===== src/include/iep_pkg.sv =====
// Package: register map, field layout and reset values of the interrupt enable/priority bank
package iep_pkg;
    // ------------------------------------------------------------------
    // Register offsets (byte addresses on the Wishbone slave)
    // ------------------------------------------------------------------
    localparam logic [3:0] SRC_ENABLE_2_OFS   = 4'h0;
    localparam logic [3:0] SRC_PRIORITY_8_OFS = 4'h4;
    localparam logic [3:0] SRC_PRIORITY_9_OFS = 4'h8;
    localparam logic [3:0] IRQ_STATUS_OFS     = 4'hc;
    localparam logic [5:0] IRQ_CLEAR_ADR      = 6'h10;
    localparam logic [5:0] IRQ_MASK_ADR       = 6'h14;
    localparam logic [5:0] FLAG_ADR           = 6'h18;

    // ------------------------------------------------------------------
    // Field layout and reset values
    // ------------------------------------------------------------------
    localparam int          NUM_SRC        = 16;
    localparam int          NUM_PRIO       = 8;
    localparam logic [15:0] ENABLE_IMPL    = 16'hdfff;
    localparam logic [15:0] PRIO_IMPL      = 16'h7777;
    localparam logic [15:0] ENABLE_RESET   = 16'h0000;
    localparam logic [2:0]  PRIO_RESET     = 3'h4;
    localparam logic [15:0] PRIO_REG_RESET = 16'h4444;
    localparam logic [2:0]  PRIO_OFF       = 3'h0;
    // Enable bit of each source that has a priority field, field k at bits 4k+2:4k
    localparam logic [3:0]  PRIO8_SRC [4]  = '{4'h3, 4'h2, 4'h1, 4'h0};
    localparam logic [3:0]  PRIO9_SRC [4]  = '{4'h7, 4'h6, 4'h5, 4'h4};
    // Status events of the bus slave
    localparam int          EV_GRANT       = 0;
    localparam int          EV_BLOCKED     = 1;
    localparam int          NUM_EV         = 2;
endpackage


===== src/include/iep_arb_if.sv =====
// Interface: request path between the register bank and the priority selector
`timescale 1ns/1ps
interface iep_arb_if;
    logic [15:0] req;
    logic [23:0] prio;
    logic        any;
    logic [3:0]  src;
    logic [2:0]  lvl;
    modport bank (output req, output prio, input any, input src, input lvl);
    modport sel  (input req, input prio, output any, output src, output lvl);
endinterface


===== src/verilog/iep_bank.sv =====
// Module: interrupt enable and priority register bank with Wishbone slave
//
// Chosen here: the Wishbone register port and the register addresses.
`timescale 1ns/1ps

// Operation
// - A source request passes only while its enable bit holds 1 and is blocked at 0.
// - Each 3-bit priority field is the level itself, 7 highest down to 1.
// - A priority field of zero blocks its source whatever the enable bit says.
// - Every priority field resets to binary 100, level 4.
// - All implemented enable bits reset to zero.
// - Enable bit 13 and bits 15, 11, 7 and 3 of each priority register read 0 and ignore writes.
// - Enable bits 15, 14, 12 to 9 and 8 are timer 6, DMA 4, output compare 8 to 5 and capture 6.
// - The first priority register holds CAN event, CAN receive, SPI event, SPI error fields.
// - The second priority register holds capture 5, capture 4, capture 3 and DMA 3 fields.
module iep_bank (
    input  wire logic        i_sys_clk,
    input  wire logic        i_rst_n,
    input  wire logic [5:0]  i_wb_adr,
    input  wire logic [31:0] i_wb_dat,
    input  wire logic [3:0]  i_wb_sel,
    input  wire logic        i_wb_we,
    input  wire logic        i_wb_cyc,
    input  wire logic        i_wb_stb,
    output logic      [31:0] o_wb_dat,
    output logic             o_wb_ack,
    input  wire logic [15:0] i_src_flag,
    output logic      [15:0] o_src_req,
    output logic             o_cpu_req,
    output logic      [3:0]  o_cpu_src,
    output logic      [2:0]  o_cpu_lvl,
    output logic             o_irq
);
    // ------------------------------------------------------------------
    // Register map
    // ------------------------------------------------------------------
    // 0x00 source enables, read/write, one bit per source
    // 0x04 first priority bank: CAN event, CAN receive, SPI event, SPI error
    // 0x08 second priority bank: capture 5, capture 4, capture 3, DMA 3
    // 0x0c status, read-only: bit 0 grant, bit 1 blocked flag
    // 0x10 clear, write-only: a 1 clears that status bit
    // 0x14 mask, read/write: selects status bits onto o_irq
    // 0x18 synchronised source flags, read-only
    // Field k of a priority bank sits at bits 4k+2 to 4k
    // Sources 15 to 8 have enables only and never enter selection
    // Upper byte lanes are ignored on write and read back as zero

    // ------------------------------------------------------------------
    // Declarations
    // ------------------------------------------------------------------
    logic [15:0] enable_q;
    logic [15:0] prio8_q;
    logic [15:0] prio9_q;
    logic [1:0]  status_q;
    logic [1:0]  status_d;
    logic [1:0]  mask_q;
    logic        ack_q;
    logic [31:0] rdat_q;
    logic        wr_stb;
    logic        rd_stb;
    logic        wr_enable;
    logic        wr_prio8;
    logic        wr_prio9;
    logic        wr_clear;
    logic        wr_mask;
    logic [15:0] req_d;
    logic [23:0] prio_flat;
    logic        grant_ev;
    logic        blocked_ev;
    // Synchroniser pair: only the second stage feeds logic
    logic [15:0] src_flag_meta_q;
    logic [15:0] src_flag_q;
    // Request path to the selector
    iep_arb_if   arb ();

    // ------------------------------------------------------------------
    // Helpers
    // ------------------------------------------------------------------
    // Byte-lane merge of a 16-bit register, keeping only implemented bits
    // Lanes 2 and 3 are not wired; every register merged here is 16 bits wide
    function automatic logic [15:0] merge16(input logic [15:0] old_v,
                                            input logic [15:0] new_v,
                                            input logic [1:0]  sel,
                                            input logic [15:0] impl);
        logic [15:0] lane;
        lane = {{8{sel[1]}}, {8{sel[0]}}};
        merge16 = ((new_v & lane) | (old_v & ~lane)) & impl;
    endfunction

    // Priority field k of one bank; used only for the four fields of each bank
    function automatic logic [2:0] field3(input logic [15:0] r, input int k);
        field3 = r[4*k +: 3];
    endfunction

    // Register hit for one byte address
    // Upper address bits must match too, so no register has an alias
    function automatic logic adr_is(input logic [5:0] adr, input logic [5:0] ofs);
        adr_is = (adr == ofs);
    endfunction

    // ------------------------------------------------------------------
    // Input capture
    // ------------------------------------------------------------------
    // Flags come from peripherals that may sit on other clocks
    // Flags are levels; a pulse shorter than one clock may be lost
    always_ff @(posedge i_sys_clk) begin
        if (!i_rst_n) begin
            src_flag_meta_q <= 16'h0000;
            src_flag_q      <= 16'h0000;
        end else begin
            src_flag_meta_q <= i_src_flag;
            src_flag_q      <= src_flag_meta_q;
        end
    end

    // ------------------------------------------------------------------
    // Wishbone decode
    // ------------------------------------------------------------------
    // One wait state: ack follows the request by one edge, then drops
    // A request held past its ack is taken again two edges later
    // Nothing fires while ack is high, so a held cycle writes again only on every second edge
    assign wr_stb = i_wb_cyc && i_wb_stb && i_wb_we && !ack_q;
    assign rd_stb = i_wb_cyc && i_wb_stb && !i_wb_we && !ack_q;

    // One strobe per writable register, high for the single taking edge
    assign wr_enable = wr_stb && adr_is(i_wb_adr, {2'h0, iep_pkg::SRC_ENABLE_2_OFS});
    assign wr_prio8  = wr_stb && adr_is(i_wb_adr, {2'h0, iep_pkg::SRC_PRIORITY_8_OFS});
    assign wr_prio9  = wr_stb && adr_is(i_wb_adr, {2'h0, iep_pkg::SRC_PRIORITY_9_OFS});
    // Clear and mask live in the low byte lane only
    assign wr_clear  = wr_stb && adr_is(i_wb_adr, iep_pkg::IRQ_CLEAR_ADR) && i_wb_sel[0];
    assign wr_mask   = wr_stb && adr_is(i_wb_adr, iep_pkg::IRQ_MASK_ADR) && i_wb_sel[0];

    always_ff @(posedge i_sys_clk) begin
        if (!i_rst_n) begin
            ack_q <= 1'b0;
        end else begin
            ack_q <= i_wb_cyc && i_wb_stb && !ack_q;
        end
    end

    // ------------------------------------------------------------------
    // Enable register
    // ------------------------------------------------------------------
    // enables cleared
    // Bit 13 is dropped at the write, so it can never read back set
    // bit 13 masked
    always_ff @(posedge i_sys_clk) begin
        if (!i_rst_n) begin
            enable_q <= iep_pkg::ENABLE_RESET;
        end else if (wr_enable) begin
            enable_q <= merge16(enable_q, i_wb_dat[15:0], i_wb_sel[1:0],
                                iep_pkg::ENABLE_IMPL);
        end
    end

    // ------------------------------------------------------------------
    // Priority registers
    // ------------------------------------------------------------------
    // fields load 100
    always_ff @(posedge i_sys_clk) begin
        if (!i_rst_n) begin
            prio8_q <= iep_pkg::PRIO_REG_RESET;
        end else if (wr_prio8) begin
            prio8_q <= merge16(prio8_q, i_wb_dat[15:0], i_wb_sel[1:0],
                               iep_pkg::PRIO_IMPL);
        end
    end

    // Second bank, same reset value and gap handling
    always_ff @(posedge i_sys_clk) begin
        if (!i_rst_n) begin
            prio9_q <= iep_pkg::PRIO_REG_RESET;
        end else if (wr_prio9) begin
            prio9_q <= merge16(prio9_q, i_wb_dat[15:0], i_wb_sel[1:0],
                               iep_pkg::PRIO_IMPL);
        end
    end

    // ------------------------------------------------------------------
    // Request gating
    // ------------------------------------------------------------------
    // first and second bank fields
    generate
        for (genvar k = 0; k < 4; k++) begin : g_field
            assign prio_flat[3*k +: 3]     = field3(prio8_q, k);
            assign prio_flat[3*(k+4) +: 3] = field3(prio9_q, k);
        end
    endgenerate

    // Gating is combinational; the output flops add one edge of latency
    // A zero field is cut here too, so o_src_req agrees with the selector
    // enable gate
    always_comb begin
        req_d = src_flag_q & enable_q;
        for (int i = 0; i < iep_pkg::NUM_PRIO; i++) begin
            if (prio_flat[3*i +: 3] == iep_pkg::PRIO_OFF) begin
                req_d[i] = 1'b0;
            end
        end
    end

    assign arb.req  = req_d;
    assign arb.prio = prio_flat;

    // Highest level wins; ties go to the lowest source index
    iep_prio_sel u_sel (
        .arb (arb.sel)
    );

    // ------------------------------------------------------------------
    // Outputs toward CPU arbitration
    // ------------------------------------------------------------------
    // Per-source view, high byte included
    always_ff @(posedge i_sys_clk) begin
        if (!i_rst_n) begin
            o_src_req <= 16'h0000;
        end else begin
            o_src_req <= req_d;
        end
    end

    // level passed unchanged
    // High byte sources carry no field here, so they are never presented to the CPU
    // Request, index and level move together, so the CPU never sees a mix
    always_ff @(posedge i_sys_clk) begin
        if (!i_rst_n) begin
            o_cpu_req <= 1'b0;
            o_cpu_src <= 4'h0;
            o_cpu_lvl <= 3'h0;
        end else begin
            o_cpu_req <= arb.any;
            o_cpu_src <= arb.src;
            o_cpu_lvl <= arb.lvl;
        end
    end

    // ------------------------------------------------------------------
    // Block status interrupt
    // ------------------------------------------------------------------
    // Grant: a graded request appears; blocked: a flag is held back
    assign grant_ev   = arb.any && !o_cpu_req;
    assign blocked_ev = |(src_flag_q & ~req_d);

    // Set wins over a clear in the same cycle
    always_comb begin
        status_d = status_q;
        if (wr_clear) begin
            status_d = status_q & ~i_wb_dat[1:0];
        end
        status_d[iep_pkg::EV_GRANT]   = status_d[iep_pkg::EV_GRANT] | grant_ev;
        status_d[iep_pkg::EV_BLOCKED] = status_d[iep_pkg::EV_BLOCKED] | blocked_ev;
    end

    // Sticky status bits
    always_ff @(posedge i_sys_clk) begin
        if (!i_rst_n) begin
            status_q <= 2'h0;
        end else begin
            status_q <= status_d;
        end
    end

    // Interrupt mask, written in the low lane only
    always_ff @(posedge i_sys_clk) begin
        if (!i_rst_n) begin
            mask_q <= 2'h0;
        end else if (wr_mask) begin
            mask_q <= i_wb_dat[1:0];
        end
    end

    assign o_irq = |(status_q & mask_q);

    // ------------------------------------------------------------------
    // Read data
    // ------------------------------------------------------------------
    // Unmapped and write-only addresses read zero, still acknowledged
    // Data is registered, so it stands from the ack edge until the next read
    always_ff @(posedge i_sys_clk) begin
        if (!i_rst_n) begin
            rdat_q <= 32'h0000_0000;
        end else if (rd_stb) begin
            unique case (i_wb_adr)
                {2'h0, iep_pkg::SRC_ENABLE_2_OFS}:   rdat_q <= {16'h0000, enable_q};
                {2'h0, iep_pkg::SRC_PRIORITY_8_OFS}: rdat_q <= {16'h0000, prio8_q};
                {2'h0, iep_pkg::SRC_PRIORITY_9_OFS}: rdat_q <= {16'h0000, prio9_q};
                {2'h0, iep_pkg::IRQ_STATUS_OFS}:     rdat_q <= {30'h0, status_q};
                iep_pkg::IRQ_MASK_ADR:               rdat_q <= {30'h0, mask_q};
                iep_pkg::FLAG_ADR:                   rdat_q <= {16'h0000, src_flag_q};
                default:                             rdat_q <= 32'h0000_0000;
            endcase
        end
    end

    assign o_wb_dat = rdat_q;
    assign o_wb_ack = ack_q;
endmodule


===== src/verilog/iep_prio_sel.sv =====
// Module: picks the highest-priority presented request
`timescale 1ns/1ps
module iep_prio_sel (
    iep_arb_if.sel    arb
);
    // ------------------------------------------------------------------
    // Selection: highest level wins, lowest source index breaks ties
    // ------------------------------------------------------------------
    always_comb begin
        arb.any = 1'b0;
        arb.src = 4'h0;
        arb.lvl = 3'h0;
        for (int i = 0; i < 8; i++) begin
            if (arb.req[i] && (arb.prio[3*i +: 3] > arb.lvl)) begin
                arb.any = 1'b1;
                arb.src = 4'(i);
                arb.lvl = arb.prio[3*i +: 3];
            end
        end
    end
endmodule


===== config.mk =====
export PLATFORM = sky130hd
export DESIGN_NAME = iep_bank
export DESIGN_NICKNAME = d
export VERILOG_FILES = /design/src/include/iep_pkg.sv /design/src/include/iep_arb_if.sv /design/src/verilog/iep_bank.sv /design/src/verilog/iep_prio_sel.sv
export SDC_FILE = /design/constraint.sdc
export NUM_CORES = 1
export LEC_CHECK = 0
export BUFFER_PORTS_ARGS = -buffer_cell sky130_fd_sc_hd__clkbuf_2
export CORE_MARGIN = 2
export CORE_UTILIZATION = 30
export DETAILED_ROUTE_END_ITERATION = 6
export PLACE_DENSITY = 0.47
export SETUP_SLACK_MARGIN = 0.1
export SKIP_LAST_GASP = 1
export SYNTH_ARGS = -nofsm -noshare
export SYNTH_HDL_FRONTEND = slang
export SYNTH_SLANG_ARGS = --single-unit
export TNS_END_PERCENT = 50

===== constraint.sdc =====
create_clock -name i_sys_clk -period 27.4 [get_ports i_sys_clk]
set_input_delay 2.74 -clock i_sys_clk [delete_from_list [all_inputs] [get_ports i_sys_clk]]
set_output_delay 2.74 -clock i_sys_clk [all_outputs]
set_load 0.1 [all_outputs]

==> results.toml <==
[global_routing]
grt_use_met3_pct = 4.44
grtUsageMet2_pct = 25.7
grt.busiest_layer = "met2"
grtUsageTotal_pct = 17.2
grt_max_degree = 62
grt_overflow_total = 0
grt_pass1_wl_mm = 24.0
use_met1_pct = 23.8
grt_pass1_vias = 4298
grt_antenna_before_repair = 0

[timing]
max_slew_margin_pct = 31.5
drv_slew = 0
min_period_ns = 10.75
fin_skew_ns = 0.00726
final_hold_viol_count = 0
min_period_over_period_pct = 39.2
fmax_ghz = 0.0931
setup_viol = 0
setup_tns_ns = 0
worstMarginPinSlew_ns = 1.02
rsz0062_at_grt = "false"

[clock_tree]
ctsHoldBuffers = 0
cts_resized = 0
clk_latency_ns = 0.42
root_buffer = "clkbuf_16"
tritoncts = "yes"
cts.clk_slew.worst_paths_ns = 0.05
postCtsSetupBuffers = 0
clockBufferDepth = 2
cts-buffers-inserted = 17
htreeDepth = 4
cts.sinks = 114

[routing]
drt-initial-drc-count = 267
ant_nets = 0
drc = 0
routed_wl_mm = 15.4
dr.pass1.iters = 6
vias_per_cell = 5.18
dr_total_vias = 4667
wl_per_cell_um = 17.0

[critical_path]
arrival_ns = 11.06
startpoint_type = "flip-flop"
cp_common_cell = "ha_1"
cp.required_ns = 27.71
critPathCaptureType = "flip-flop"
r2r_cells = 42
setup.worst_path.class = "flip-flop to flip-flop"
slowest_stage = "a311oi_1"
slowest_delay_ns = 0.82
worst-path-max-fanout = 8

[synthesis]
synth_fa_ha_area_share_pct = 3.48
ys_warn_count = 0
syn_inst = 583
synthSimpleGateAreaFrac_pct = 19.4
synth_seq_cells = 114
synth_top_family_by_area = "compound AO/OA/AOI/OAI gates"
synth_area_per_cell_um2 = 8.99
yosysMostFrequentCell = "dfxtp_1"
ys.flop_type = "dfxtp_1"
synthTopCellsByArea = "dfxtp_1, nand2_1, and2_1"
synth-compound-area-share_pct = 22.2
yosysSeqAreaShare_pct = 43.5
syn-cell-area_mm2 = 0.00524
yosys.cell_types.count = 61
synth.largest_area_cell = "dfxtp_1"
synthTopCellsByCount = "dfxtp_1, nand2_1, nor2_1"
synth_edf_count = 0
yosysTopAreaCellShare_pct = 43.5
synthMuxAreaShare_pct = 4.84
synth-xor-area-share_pct = 0.167
async_flop_share_pct = 0

[finish]
fin_util_pct = 37.5
antennaDiodeCount = 0
nets = 739
syn_to_final_growth_pct = 22.7
drive_gt1_share_pct = 21.9

[min_path]
hold_depth = 1
hold_path_class = "flip-flop to flip-flop"

[placement]
port_buffers = 84
dp_hpwl_mm = 10.9
gp_congestion = 0.874

[pwr]
switching_share_pct = 25.8
power_frac_seq_pct = 40.2
power_density_mw_per_mm2 = 66.4
pwr-share-comb_pct = 8.2
p_leak_uw = 0.00271
clkPwrFrac_pct = 51.5
p_int_uw = 317
ir_worst_vdd_v = 0.0000407
power_switching_uw = 110

[floorplan]
core_mm2 = 0.0172
row_count = 48
pin_count = 121
die_area_mm2 = 0.0185
initial_utilization_pct = 30.5
die_h_um = 136
die_w_um = 136

[run]
drv_cap = 0

[outcome]
status = "finished clean"
==> final timing paths <==
check	from	end	slack, ns
setup / recovery	src_flag_q[0]	status_q[0]	16.65
hold / removal	src_flag_meta_q[2]	src_flag_q[2]	0.43
setup reg to reg	src_flag_q[0]	status_q[0]	16.65
hold reg to reg	src_flag_meta_q[2]	src_flag_q[2]	0.43
==> layer usage <==
| metal | part of all wire [%] | vias up |
|---|---|---|
| met5 | 0 | - |
| met4 | 1.6 | 0 |
| met3 | 6.1 | 21 |
| met2 | 45 | 171 |
| met1 | 47 | 2229 |
| li1 | - | 2246 |
==> kinds of logic (layout without fill, tap and decap cells) <==
kind of cell               count (synthesis)  after routing
other                                      1             18
muxes                                     25             25
DFF                                      114            114
and+or+nand+nor                          211            211
xor gates and xnor gates                   1              1
AOI/OAI and AO/OA                        146            146
buffers and inverters                     70            146
adders and majority gates                 15             15
==> stage by stage <==
stage | setup WS (ns) | power (uW) | hold WS (ns) | area [um2] | instances
after floorplan | 18.07 | 203 | 0.412 | 5310 | 600
after global placement | 17.01 | 210 | 0.418 | 5840 | 869
after detailed placement | 16.80 | 210 | 0.418 | 5840 | 869
after CTS | 16.76 | 431 | 0.431 | 6430 | 901
after global routing | 15.92 | 442 | 0.443 | 6430 | 901
final | 16.65 | 427 | 0.430 | 6430 | 901
==> critical path, delay by kind of cell, from the launching register on <==
kind | cells | cell delay [ns]
simple gates | 9 | 1.78
mux | 3 | 0.99
flops | 1 | 0.44
compound gates | 21 | 4.89
fa+ha+maj | 8 | 2.47
buf+inv | 1 | 0.05
==> power groups by stage <==
stage,Sequential [uW],Combinational (uW),Clock (uW)
global route,172,37.0,233
finish,172,35.1,220
CTS,172,35.2,224
floorplan,183,20.4,0
global placement,175,34.9,0
detailed placement,175,35.1,0
==> layout by cell type (no fill, tap or decap), types with 4 or more instances in the layout <==
cell,netlist,layout
a211oi_1,7,7
a21oi_1,25,25
a221oi_1,4,4
a222oi_1,10,10
a22oi_1,10,10
a31oi_1,17,17
and2_1,36,36
and3_1,17,17
buf_4,18,9
clkbuf_16,0,17
clkbuf_2,0,84
clkinvlp_4,0,5
conb_1,1,18
dfxtp_1,114,114
ha_1,13,13
inv_1,21,21
mux2i_1,22,22
nand2_1,65,65
nand3_1,33,33
nor2_1,42,42
nor3_1,6,5
o211ai_1,6,6
o21ai_0,16,16
o311ai_0,6,6
==> layout make-up <==
| class | count | area, um2 |
|---|---|---|
| clock buffer | 21 | 470 |
| timing repair buffer | 93 | 488 |
| tap | 225 | 282 |
| inverter | 21 | 78.8 |
| sequential | 114 | 2280 |
| clock inverter | 11 | 129 |
| multi-input combinational | 416 | 2710 |
| fill | 1795 | 10700 |
Note: power is estimated with default switching activity, not from simulation.
